$ cat src/verilog/dic_pkg.sv
// Purpose: Shared constants and types for the digital input conditioner
// Assumes: 200 MHz system clock, AXI4-Lite register access
// Notes: Channel arrays are sized for the largest variant
package dic_pkg;
  // Clock and timing
  localparam int unsigned CLK_FREQ_HZ = 200_000_000;
  localparam int unsigned CYC_PER_US = CLK_FREQ_HZ / 1_000_000;
  localparam int unsigned TICK_US = 1000;  // Delay time base, 1 ms
  localparam int unsigned TICK_CYCLES = TICK_US * CYC_PER_US;
  localparam int unsigned SEND_PERIOD_US = 6500;  // Input byte period, 6.5 ms
  localparam int unsigned SEND_CYCLES = SEND_PERIOD_US * CYC_PER_US;
  localparam int unsigned CNT_W = 21;  // Width of cycle counters
  // Delay selections in ms, counted in ticks
  localparam logic [9:0] DLY_CODE1_MS = 10'd10;
  localparam logic [9:0] DLY_CODE2_MS = 10'd100;
  localparam logic [9:0] DLY_CODE3_MS = 10'd1000;
  // Channels
  localparam int unsigned MAX_CH = 3;
  // Configuration byte layout
  localparam int unsigned CFG_FAULT_EN_BIT = 0;
  localparam int unsigned CFG_INVERT_BIT = 1;
  localparam int unsigned CFG_ON_LSB = 2;
  localparam int unsigned CFG_OFF_LSB = 4;
  localparam logic [7:0] CFG_RESET = 8'h00;
  localparam logic [7:0] CFG_USED_MASK = 8'h3F;
  // Register byte offsets
  localparam logic [7:0] REG_CFG0 = 8'h00;
  localparam logic [7:0] REG_CFG1 = 8'h04;
  localparam logic [7:0] REG_CFG2 = 8'h08;
  localparam logic [7:0] REG_SENT = 8'h0C;
  localparam logic [7:0] REG_LIVE = 8'h10;
  localparam logic [1:0] RESP_OKAY = 2'h0;
  localparam logic [1:0] RESP_SLVERR = 2'h2;

  // Fields of one configuration byte
  typedef struct packed {
    logic [1:0] spare;
    logic [1:0] off_dly;
    logic [1:0] on_dly;
    logic invert;
    logic fault_en;
  } cfg_s;

  // Whole module state
  typedef struct packed {
    logic [MAX_CH-1:0] line_s1;
    logic [MAX_CH-1:0] line_s2;
    logic [MAX_CH-1:0] line_s3;
    logic [MAX_CH-1:0] line_f;
    logic [MAX_CH-1:0] flt_s1;
    logic [MAX_CH-1:0] flt_s2;
    logic [MAX_CH-1:0] flt_s3;
    logic [MAX_CH-1:0] flt_f;
    logic [MAX_CH-1:0] level;
    logic [MAX_CH-1:0][9:0] dcnt;
    logic [MAX_CH-1:0][7:0] cfg;
    logic [CNT_W-1:0] tick_cnt;
    logic tick;
    logic [CNT_W-1:0] send_cnt;
    logic [7:0] data_byte;
    logic data_valid;
    logic aw_have;
    logic [7:0] awaddr;
    logic w_have;
    logic [7:0] wdata;
    logic wstrb0;
    logic bvalid;
    logic [1:0] bresp;
    logic rvalid;
    logic [1:0] rresp;
    logic [31:0] rdata;
  } state_s;
endpackage

$ cat src/verilog/digital_input_conditioner.sv
// Purpose: Per-channel digital input conditioning with periodic input byte
// Assumes: Line and fault inputs arrive asynchronously from the field front end
// Notes: Registers are reached over AXI4-Lite; no output data bytes exist
`timescale 1ns/1ps
`default_nettype none

module digital_input_conditioner
  import dic_pkg::*;
#(
  parameter int unsigned NUM_CH = MAX_CH,
  parameter int unsigned TICK_LEN = TICK_CYCLES,
  parameter int unsigned SEND_LEN = SEND_CYCLES
) (
  input wire logic CLK_SYS_I,
  input wire logic RST_I,
  input wire logic CE_I,
  input wire logic [NUM_CH-1:0] LINE_I,
  input wire logic [NUM_CH-1:0] FAULT_I,
  input wire logic S_AXI_AWVALID_I,
  output logic S_AXI_AWREADY_O,
  input wire logic [7:0] S_AXI_AWADDR_I,
  input wire logic S_AXI_WVALID_I,
  output logic S_AXI_WREADY_O,
  input wire logic [31:0] S_AXI_WDATA_I,
  input wire logic [3:0] S_AXI_WSTRB_I,
  output logic S_AXI_BVALID_O,
  input wire logic S_AXI_BREADY_I,
  output logic [1:0] S_AXI_BRESP_O,
  input wire logic S_AXI_ARVALID_I,
  output logic S_AXI_ARREADY_O,
  input wire logic [7:0] S_AXI_ARADDR_I,
  output logic S_AXI_RVALID_O,
  input wire logic S_AXI_RREADY_I,
  output logic [31:0] S_AXI_RDATA_O,
  output logic [1:0] S_AXI_RRESP_O,
  output logic [7:0] DATA_BYTE_O,
  output logic DATA_VALID_O
);

  // Refuse variants the byte layout cannot hold
  if (NUM_CH < 2 || NUM_CH > MAX_CH) begin : g_bad_ch
    $error("NUM_CH must be 2 or 3");
  end
  // Counters are CNT_W bits wide
  if (TICK_LEN < 1 || TICK_LEN >= (1 << CNT_W) || SEND_LEN < 1 || SEND_LEN >= (1 << CNT_W)) begin : g_bad_len
    $error("TICK_LEN and SEND_LEN out of counter range");
  end

  localparam logic [CNT_W-1:0] TICK_LAST = CNT_W'(TICK_LEN - 1);
  localparam logic [CNT_W-1:0] SEND_LAST = CNT_W'(SEND_LEN - 1);

  state_s st;  // Registered state
  state_s next_st;  // Next state

  // Delay code to tick count; code 0 means no delay
  function automatic logic [9:0] dly_limit(input logic [1:0] code);
    case (code)
      2'h1: dly_limit = DLY_CODE1_MS;
      2'h2: dly_limit = DLY_CODE2_MS;
      2'h3: dly_limit = DLY_CODE3_MS;
      default: dly_limit = 10'h000;
    endcase
  endfunction

  // Register index of an address, all ones when unmapped
  function automatic logic [1:0] cfg_index(input logic [7:0] addr);
    case (addr)
      REG_CFG0: cfg_index = 2'h0;
      REG_CFG1: cfg_index = 2'h1;
      REG_CFG2: cfg_index = (NUM_CH > 2) ? 2'h2 : 2'h3;
      default: cfg_index = 2'h3;
    endcase
  endfunction

  // Packed input byte: state then fault flag per channel
  function automatic logic [7:0] pack_byte(input logic [MAX_CH-1:0] lvl, input logic [MAX_CH-1:0] flt,
                                           input logic [MAX_CH-1:0][7:0] cfg);
    logic [7:0] b;
    b = 8'h00;
    for (int n = 0; n < NUM_CH; n++) begin
      b[2*n] = lvl[n];
      b[2*n+1] = flt[n] & cfg[n][CFG_FAULT_EN_BIT];
    end
    return b;
  endfunction

  // Next state logic
  always_comb begin
    cfg_s c;
    logic [1:0] idx;
    logic want;
    logic [9:0] lim;
    c = '0;
    idx = 2'h0;
    want = 1'b0;
    lim = 10'h000;
    next_st = st;
    next_st.data_valid = 1'b0;
    next_st.tick = 1'b0;

    // Input synchronisers: level taken once stages two and three agree
    next_st.line_s1 = '0;
    next_st.flt_s1 = '0;
    next_st.line_s1[NUM_CH-1:0] = LINE_I;
    next_st.flt_s1[NUM_CH-1:0] = FAULT_I;
    next_st.line_s2 = st.line_s1;
    next_st.line_s3 = st.line_s2;
    next_st.flt_s2 = st.flt_s1;
    next_st.flt_s3 = st.flt_s2;
    for (int n = 0; n < NUM_CH; n++) begin
      if (st.line_s2[n] == st.line_s3[n]) begin
        next_st.line_f[n] = st.line_s3[n];
      end
      if (st.flt_s2[n] == st.flt_s3[n]) begin
        next_st.flt_f[n] = st.flt_s3[n];
      end
    end

    // Millisecond tick for the delay filters
    if (st.tick_cnt == TICK_LAST) begin
      next_st.tick_cnt = '0;
      next_st.tick = 1'b1;
    end else begin
      next_st.tick_cnt = st.tick_cnt + 1'b1;
    end

    for (int n = 0; n < NUM_CH; n++) begin
      c = cfg_s'(st.cfg[n]);
      want = st.line_f[n] ^ c.invert;
      lim = want ? dly_limit(c.on_dly) : dly_limit(c.off_dly);
      if (want == st.level[n]) begin
        next_st.dcnt[n] = 10'h000;
      end else if (lim == 10'h000) begin
        next_st.level[n] = want;
        next_st.dcnt[n] = 10'h000;
      end else if (st.tick) begin
        if (st.dcnt[n] == lim) begin
          next_st.level[n] = want;
          next_st.dcnt[n] = 10'h000;
        end else begin
          next_st.dcnt[n] = st.dcnt[n] + 10'h001;
        end
      end
    end

    if (st.send_cnt == SEND_LAST) begin
      next_st.send_cnt = '0;
      next_st.data_byte = pack_byte(st.level, st.flt_f, st.cfg);
      next_st.data_valid = 1'b1;
    end else begin
      next_st.send_cnt = st.send_cnt + 1'b1;
    end

    // Write address and data taken in either order
    if (S_AXI_AWVALID_I && S_AXI_AWREADY_O) begin
      next_st.aw_have = 1'b1;
      next_st.awaddr = S_AXI_AWADDR_I;
    end
    if (S_AXI_WVALID_I && S_AXI_WREADY_O) begin
      next_st.w_have = 1'b1;
      next_st.wdata = S_AXI_WDATA_I[7:0];
      next_st.wstrb0 = S_AXI_WSTRB_I[0];
    end
    // Both halves present: perform write and answer
    if (st.aw_have && st.w_have && !st.bvalid) begin
      idx = cfg_index(st.awaddr);
      next_st.aw_have = 1'b0;
      next_st.w_have = 1'b0;
      next_st.bvalid = 1'b1;
      next_st.bresp = RESP_OKAY;
      if (idx != 2'h3) begin
        // config byte store; unused bits kept zero
        if (st.wstrb0) begin
          next_st.cfg[idx] = st.wdata & CFG_USED_MASK;
        end
      end else if (st.awaddr != REG_SENT && st.awaddr != REG_LIVE) begin
        next_st.bresp = RESP_SLVERR;
      end
    end else if (st.bvalid && S_AXI_BREADY_I) begin
      next_st.bvalid = 1'b0;
    end

    // Read: one cycle to answer, held until taken
    if (S_AXI_ARVALID_I && S_AXI_ARREADY_O) begin
      idx = cfg_index(S_AXI_ARADDR_I);
      next_st.rvalid = 1'b1;
      next_st.rresp = RESP_OKAY;
      next_st.rdata = 32'h0000_0000;
      if (idx != 2'h3) begin
        next_st.rdata[7:0] = st.cfg[idx];
      end else if (S_AXI_ARADDR_I == REG_SENT) begin
        next_st.rdata[7:0] = st.data_byte;
      end else if (S_AXI_ARADDR_I == REG_LIVE) begin
        next_st.rdata[7:0] = pack_byte(st.level, st.flt_f, st.cfg);
      end else begin
        next_st.rresp = RESP_SLVERR;
      end
    end else if (st.rvalid && S_AXI_RREADY_I) begin
      next_st.rvalid = 1'b0;
    end
  end

  // State register, frozen while clock enable is low
  always_ff @(posedge CLK_SYS_I or posedge RST_I) begin
    if (RST_I) begin
      st <= '0;
    end else if (CE_I) begin
      st <= next_st;
    end
  end

  // Handshake outputs; ready drops while clock enable is low so nothing is lost
  assign S_AXI_AWREADY_O = CE_I && !st.aw_have && !st.bvalid;
  assign S_AXI_WREADY_O = CE_I && !st.w_have && !st.bvalid;
  assign S_AXI_ARREADY_O = CE_I && !st.rvalid;
  assign S_AXI_BVALID_O = st.bvalid;
  assign S_AXI_BRESP_O = st.bresp;
  assign S_AXI_RVALID_O = st.rvalid;
  assign S_AXI_RDATA_O = st.rdata;
  assign S_AXI_RRESP_O = st.rresp;
  // only an input byte leaves the block
  assign DATA_BYTE_O = st.data_byte;
  assign DATA_VALID_O = st.data_valid;

  logic [CNT_W:0] gap_cnt;  // Enabled cycles since last byte
  logic seen_one;  // A first byte has gone out
  always_ff @(posedge CLK_SYS_I or posedge RST_I) begin
    if (RST_I) begin
      gap_cnt <= '0;
      seen_one <= 1'b0;
    end else if (CE_I) begin
      gap_cnt <= st.data_valid ? (CNT_W+1)'(1) : gap_cnt + 1'b1;
      seen_one <= seen_one | st.data_valid;
    end
  end
endmodule
`default_nettype wire

$ cat config.mk
export PLATFORM = sky130hd
export DESIGN_NAME = digital_input_conditioner
export DESIGN_NICKNAME = d
export VERILOG_FILES = /design/src/verilog/dic_pkg.sv /design/src/verilog/digital_input_conditioner.sv
export SDC_FILE = /design/constraint.sdc
export NUM_CORES = 1
export LEC_CHECK = 0
export BUFFER_PORTS_ARGS = -buffer_cell sky130_fd_sc_hd__buf_2
export CORE_MARGIN = 5
export CORE_UTILIZATION = 35
export DETAILED_ROUTE_END_ITERATION = 10
export PLACE_DENSITY_LB_ADDON = 0.12
export SYNTH_ARGS = -nofsm -noshare
export SYNTH_HDL_FRONTEND = slang
export SYNTH_SLANG_ARGS = --single-unit
$ cat constraint.sdc
create_clock -name CLK_SYS_I -period 5.2 [get_ports CLK_SYS_I]
set_clock_uncertainty 0.1 [all_clocks]
set_input_delay 0.52 -clock CLK_SYS_I [delete_from_list [all_inputs] [get_ports CLK_SYS_I]]
set_output_delay 0.52 -clock CLK_SYS_I [all_outputs]
set_load 0.02 [all_outputs]
### After elaboration in Yosys (flattened, before gate mapping)

Index checks and enable logic that the tools add are counted.

* output and inout port bits: 50
* bits of input ports: 66
* flip-flop bits (word level): 164
* word-level logic and storage cells: 212

* add/sub/neg operators: 5
* bitwise gates (word level): 9
* $lt $le $gt $ge: 3
* mux-type cells: 59
* reduce and logical (&&, ||, !) cells: 58
* eq/ne operators: 42

Operators with widths (count)
* $pmux W10 S3: 6
* $mux W10: 16
* $add A21 B1 Y21 const B: 2
* $mux W21: 2
* $reduce_and A2 Y1: 18
* $add A10 B1 Y10 const B: 3
* $eq A10 B10 Y1: 3
* $logic_not A10 Y1: 3
* $bwmux W24: 1
* $eq A2 B2 Y1 const B: 12
* $eq A8 B4 Y1 const B: 3
* $mux W8: 3
* $eq A21 B18 Y1 const B: 1
* $eq A21 B21 Y1 const B: 1
* $reduce_bool A2 Y1: 10
* $mux W1: 17
* $bmux W8 S2: 1
* $demux W8 S2: 1
* $eq A8 B3 Y1 const B: 2
* $logic_not A8 Y1: 2
* $reduce_and A4 Y1: 4
* $logic_and A1 B1 Y1: 14
* $mux W2: 7
* $eq A2 B1 Y1 const B: 6
* 15 further kinds: 38

### Logic depth before layout (Yosys ltp)

Gate-level depths: netlist (run 1).

* word-level depth: 8
* depth in mapped cells: 9
* mapped depth without buffers: 8

### Worst setup path after synthesis (run 1)

Ideal clock, no wire load.

* path kind: register -> register
* start point: register st[178] in the netlist's numbering
* end point: register st[142] in the netlist's numbering
* path buffers: 0
* library setup time: 0.134 ns
* clock period less this slack: 2.349 ns
* path slack: 2.851 ns
* arrival: 2.115 ns
* data required time: 4.966 ns
* stages on the path, launching flop included: 8
* cell sequence: dfrtp_1 -> xor2_1 -> mux2_2 -> o31ai_1 -> nor3_1 -> nand3_1 -> xor2_1 -> nor2_1

* word-level cells in the longest chain between the ends: 7
* elaborated cells between the ends (all ways): 11

RTL lines
* start, declared: RTL line digital_input_conditioner.sv:52 `state_s st;`
* start signal, assigned: RTL line digital_input_conditioner.sv:208 `st <= next_st;`
* $xor A1 B1 Y1 (*): RTL line digital_input_conditioner.sv:129 `want = st.line_f[n] ^ c.invert;`
* $mux W10: RTL line digital_input_conditioner.sv:130 `lim = want ? dly_limit(c.on_dly) : dly_limit(c.off_dly);`
* $eq A10 B10 Y1: RTL line digital_input_conditioner.sv:137 `if (st.dcnt[n] == lim) begin`
* $mux W10: RTL line digital_input_conditioner.sv:137
* $mux W10: RTL line digital_input_conditioner.sv:136 `end else if (st.tick) begin`
* $mux W10: RTL line digital_input_conditioner.sv:133 `end else if (lim == 10'h000) begin`
* $mux W10: RTL line digital_input_conditioner.sv:131 `if (want == st.level[n]) begin`

Mark *: on every way between the ends. The rest lies on a longest branch, timed or not. The select of a mux whose other input is x is not followed.
A chain may end at the register's enable or synchronous reset.

### Worst setup path in the final report (run 1)

* start point: register st[180] in the netlist's numbering
* end point: register st[161] in the netlist's numbering

The elaborated chain is that of the path after synthesis.

==> qor.txt, run 1 <==
Syn Std Cell Area: 7960 µm²
Flip-flop and latch count after synthesis: 152
Ranking of synthesized cells by area: dfrtp_1 48%, mux2_2 7.1%, buf_4 4.1%, xnor2_1 4.1%, nand2_1 3.8%
Logic depth of the worst register-to-register path: 7
Hold Buf Count CTS: 0
Maximum buffer depth of the clock tree: 2
Number of failing setup endpoints in the final timing report: 0
Commonest register cell after synthesis: dfrtp_1
Number of design-rule violations left by the first detailed-router iteration: 334
Starting Density: 35.4%
Launch point of the worst reg-to-reg path: st[180]
Post-CTS repair timing setup buffer count: 0
Number of global-route vias before repair: 5,675
Htree depth: 4
RSZ-0062 raised after global routing: false
Clock tree root driver cell: clkbuf_16
Final worst-path cycle share: 59.1%
Peak ir drop on the vdd network: 0.199 mV
Area share of the leading cell type in the synthesized netlist: 47.8%
Leading cell type in the layout, fill and taps excluded: dfrtp_1
Start-to-end type of the worst setup path: register to register
Share of final-layout standard cells stronger than drive strength 1: 18.6%
Number of antenna violations at the first check in global routing: 0
Residual DRC: 0
Post-DP HPWL: 12,900 µm
Highest-count cells in the layout ignoring fill and taps: 152 x dfrtp_1, 80 x nand2_1, 73 x nor2_1
Class of the tightest hold or removal check: input pin to async pin
Number of rows in the core area: 55
Arrival time of the worst setup path: 3.28 ns
Largest net degree at the start of global routing: 67
Number of instances resized during post-cts repair: 0
Final antenna-violating net count: 0
Period minus WS final: 3.07 ns
Post-route setup TNS: 0 ns
Wire length reported by the detailed router: 17,900 µm
Count of input and output buffers: 56
Fraction of registers with async set/reset: 100%
Area grow syn2layout: 12.2%
Fraction of the yosys area taken by sequential cells: 47.8%
Data required time of the critical path: 5.41 ns
Overflow after GRT: 0
Leakage power summed over all cells: 3.98 nW
Count of boundary I/O pins: 116
Number of hold violations in the final report: 0
Minimum setup slack among reg-to-reg paths: 2.13 ns
First-pass GRT wire length: 30,200 µm
Overall via count from detail_route: 5,739
Post-detailed-route via-to-cell ratio: 5.03
Post-layout power: 0.00347 W
Syn Area/Cell: 9.85 µm²
Diodes inserted: 0
Full die area: 25,900 µm²
Transition at the pin with the smallest max-transition slack: 1.24 ns
CP Cell Sequence: xnor2_2 -> o211ai_1 -> o31a_1 -> o21ai_0 -> or3_1 -> or3_4 -> o21ai_2
Total number of yosys warnings: 0
Count of unique library cells instantiated by Yosys: 62
Clock tree from TritonCTS: built
Die Span X: 161 µm
Skew-Pair Late Insertion Delay: 0.43 ns
Routed wire per std cell: 15.7 µm
Number of detailed-routing iterations run before antenna repair: 5
Final weighted congestion in routability-driven placement: 0.775
Number of enable-type register cells in the synthesized netlist: 0
End of the worst register-to-register path: st[161]
Critical Path Max Stage Delay: 1.00 ns
Number of max-slew violations in the final report: 0
Max-capacitance violation count: 0
Fmax achieved: 325 MHz
CTS clock-pin slew for the worst setup and hold paths: 0.07 ns
CTS Buf Count: 17
Outcome: complete, no violations
NumNets Final: 915
CORE AREA: 22,500 µm²
Type of element capturing the critical path: register
Number of cells produced by synthesis: 808
Floorplan die height: 161 µm
Worst max-slew margin expressed relative to the limit: 16.3%
Startpoint class of the critical path: register
Cell accounting for the most synthesized area: dfrtp_1
Global-route usage over all layers: 14.4%
CP Max Fanout: 12
Worst-path cell with the longest stage delay: o21ai_0
Cell area power density: 389 nW/µm²
Total number of clock tree sinks: 152
-- Yosys cell counts (21+ instances only) --
library cell,number
dfrtp_1,152
nor3_1,21
o21ai_0,58
xnor2_1,37
nor2_1,73
a21oi_1,23
nand3_1,38
buf_4,44
nand2_1,80
mux2_2,50
inv_1,25
-- state kept, by name, indices dropped and copies added (netlist names) --
| register | cells |
|---|---|
| DATA_BYTE_O | 6 |
| DATA_VALID_O | 1 |
| S_AXI_BRESP_O | 1 |
| S_AXI_BVALID_O | 1 |
| S_AXI_RDATA_O | 6 |
| S_AXI_RRESP_O | 1 |
| S_AXI_RVALID_O | 1 |
| next_st | 12 |
| st | 123 |
-- power breakdown --
part	switching, W	internal (W)	total, W
sequential	0.000216	0.00137	0.00159
combinational	0.000300	0.000267	0.000567
clock	0.000536	0.000782	0.00132
total	0.00105	0.00242	0.00347
-- area by class of cell --
type                    instances  area [µm²]
fillers                      2222       13600
well taps                     285         357
multi-input cells             588        3730
inverters                      25        98.8
clock buffers                  18         439
clock inverters                14         188
flip-flops and latches        152        3800
repair buffers                 60         323
-- metrics by stage --
stage | util (%) | std cells | hold slack, ns | setup WS (ns) | instance area [µm²]
after floorplan | - | 837 | 0.346 | 0.487 | 8070
after global placement | 36.9 | 1110 | 0.365 | 2.16 | 8310
after detailed placement | 36.9 | 1110 | 0.366 | 2.13 | 8310
after CTS | 39.7 | 1142 | 0.0955 | 2.14 | 8930
after global routing | 39.7 | 1142 | 0.127 | 1.96 | 8930
final | 39.7 | 1142 | 0.0753 | 2.13 | 8930
-- cell families after synthesis --
| logic type | synth area share [%] |
|---|---|
| adder cells (fa/ha/maj) | 0.786 |
| AND/OR/NAND/NOR | 17.8 |
| other | 0.0471 |
| multiplexers | 9.84 |
| flip-flops | 47.8 |
| XOR/XNOR | 6.98 |
| AO/OA/AOI/OAI | 10.0 |
| buffers and inverters | 6.79 |
-- how the worst max path moves through the flow --
stage / startpoint / to / depth (start not counted)
after global placement: CE_I / DATA_BYTE_O[0] / 7
after CTS: st[180] / st[161] / 7
final: st[180] / st[161] / 7
after detailed placement: CE_I / st[161] / 5
after global routing: st[180] / st[161] / 7
after floorplan: RST_I / DATA_BYTE_O[0] / 1
-- worst max-delay path, delay by kind of cell (launching register included) --
family | cells | cell delay (ns)
DFF | 1 | 0.46
and+or+nand+nor | 2 | 0.59
AOI/OAI and AO/OA | 4 | 1.43
xor gates and xnor gates | 1 | 0.37
-- routing by layer --
layer	global-route usage [%]	vias to the layer above	wire length (µm)
li1	-	2814	-
met1	20.1	2817	8890
met2	22.4	99	8210
met3	3.16	9	631
met4	4.34	0	193
met5	0	-	0
No activity file was read; power rests on OpenSTA's default activity.
==> inputs of run 2 (changes only) <==
clock period = 2.56 ns   (was 5.2 ns; I/O delays follow)
==> run 2 against run 1 <==
Net effect:
- critical path depth up 1
- setup slack worse by 2.0 ns
- sequential power grew 100%
- global-route usage about the same
- final cell count grew 4.0%
- cell area is 4.6% higher
- clock power is 97% higher
- core utilization is 1.8 points higher
- sequential share of layout area decreased by 1.9 points
==> qor.txt, run 2 (same netlist as run 1, synthesis figures left out) <==
Highest-count cells in the layout ignoring fill and taps: 151 x dfrtp_1, 80 x nand2_1, 73 x nor2_1
Number of design-rule violations left by the first detailed-router iteration: 394
Top layer in use: met4
Post-detailed-route via-to-cell ratio: 4.88
Filler instances: 2,232
Type of element capturing the critical path: register
Peak ir drop on the vdd network: 0.374 mV
CTS clock-pin slew for the worst setup and hold paths: 0.07 ns
Diodes inserted: 0
Starting Density: 35.4%
Data required time of the critical path: 2.76 ns
Outcome: complete, no violations
Wire length reported by the detailed router: 18,100 µm
Routed met2 length: 8110 µm
Number of global-route vias before repair: 5,709
CORE AREA: 22,500 µm²
Final worst-path cycle share: 93.3%
Global-route usage over all layers: 14.4%
Overflow after GRT: 0
Post-route setup TNS: 0 ns
Final weighted congestion in routability-driven placement: 0.777
Count of input and output buffers: 56
Floorplan die height: 161 µm
NumNets Final: 961
Leading cell type in the layout, fill and taps excluded: dfrtp_1
Period minus WS final: 2.39 ns
Cell area power density: 756 nW/µm²
Max FFs per register: 123
Number of antenna violations at the first check in global routing: 0
Die Span X: 161 µm
Class of the tightest hold or removal check: input pin to register
CP Cell Sequence: xor2_4 -> mux2i_1 -> mux2_4 -> nor4_4 -> buf_4 -> nor3_1 -> o21ai_0 -> o21ai_0
Overall via count from detail_route: 5,794
Arrival time of the worst setup path: 2.59 ns
Number of hold violations in the final report: 0
First-pass GRT wire length: 30,400 µm
CTS Buf Count: 17
Full die area: 25,900 µm²
Leakage power summed over all cells: 4.19 nW
Share of final-layout standard cells stronger than drive strength 1: 20.4%
Routed wire per std cell: 15.2 µm
Number of max-slew violations in the final report: 0
Count of boundary I/O pins: 116
Critical Path Max Stage Delay: 0.50 ns
Critical Path Most Common Cell: o21ai_0
Max-capacitance violation count: 0
Transition at the pin with the smallest max-transition slack: 0.539 ns
Total met3 wirelength after detailed routing: 623 µm
Total number of clock tree sinks: 152
Non-filler cells, final: 1,188
Maximum buffer depth of the clock tree: 2
Number of rows in the core area: 55
Clock tree root driver cell: clkbuf_16
Fmax achieved: 419 MHz
Final antenna-violating net count: 0
Placed Cells incl. Taps: 1,132
Number of failing setup endpoints in the final timing report: 0
Startpoint class of the critical path: register
Start-to-end type of the worst setup path: register to register
RSZ-0062 raised after global routing: false
Number of detailed-routing iterations run before antenna repair: 4
Multi-input gate area in the final layout: 3750 µm²
Post-DP HPWL: 12,900 µm
Most flop-heavy register: st
Worst max-slew margin expressed relative to the limit: 64.0%
FF/Latch Area: 3800 µm²
Area grow syn2layout: 17.4%
Worst-path cell with the longest stage delay: dfrtp_1
Largest net degree at the start of global routing: 63
Skew-Pair Late Insertion Delay: 0.43 ns
Met1 Wirelength: 9150 µm
Htree depth: 4
CP Max Fanout: 6
Residual DRC: 0
Clock tree from TritonCTS: built
[run 2: area by class of cell]
class                           count  share of cell area [%]
Timing Repair Buffer              106                    7.90
Tap cell                          285                    3.81
Clock inverter                     13                    1.70
Sequential cell                   152                    40.7
Multi-Input combinational cell    588                    40.1
Inverter                           25                    1.04
Clock buffer                       19                    4.74
[run 2: path summary, 6_finish.rpt]
path,from,end,slack (ns),cells after the start
setup / recovery,st[126],st[159],0.17,8
hold / removal,S_AXI_BREADY_I,S_AXI_BVALID_O,0.04,4
setup reg to reg,st[126],st[159],0.17,8
hold reg to reg,st[108],st[108],0.37,1
max in group asynchronous,RST_I,st[38],1.33,4
min in group asynchronous,RST_I,next_st[173],0.32,3
[run 2: worst max-delay path, delay by kind of cell (launching register included)]
| family | cells | cell delay, ns |
|---|---|---|
| AO/OA/AOI/OAI | 2 | 0.24 |
| XOR/XNOR | 1 | 0.26 |
| buffers and inverters | 1 | 0.21 |
| flip-flops | 1 | 0.50 |
| multiplexers | 2 | 0.59 |
| AND/OR/NAND/NOR | 2 | 0.37 |
[run 2: timing repair]
item / CTS / global route
setup buffers: 0 / 1
hold buffers: 23 / 0
endpoints found under the hold margin: 41 / 0
resized for setup: 0 / 4
endpoints found under the setup margin: 0 / 21
[run 2: routing by layer]
layer	up-vias	GRT usage, %
li1	2895	-
met1	2805	20.7
met2	82	22.2
met3	12	2.98
met4	0	3.88
met5	-	0
[run 2: power by group]
group          leakage [nW]  internal, W  total (W)  switching, W
registers              1.98      0.00279    0.00322      0.000431
clock network         0.289      0.00149    0.00260       0.00110
logic                  1.92     0.000630    0.00125      0.000620
[run 2: metrics by stage]
step	worst slack, ns	hold slack (ns)	total power [W]	area, µm²	utilization [%]
2_1_floorplan	0.211	0.308	0.00410	8070	-
3_3_place_gp	0.0628	0.230	0.00447	8480	37.7
3_5_place_dp	0.0513	0.238	0.00448	8480	37.7
4_1_cts	0.0577	0.0141	0.00714	9320	41.4
5_1_grt	0.0103	0.0412	0.00747	9350	41.5
6_report	0.172	0.0426	0.00707	9350	41.5
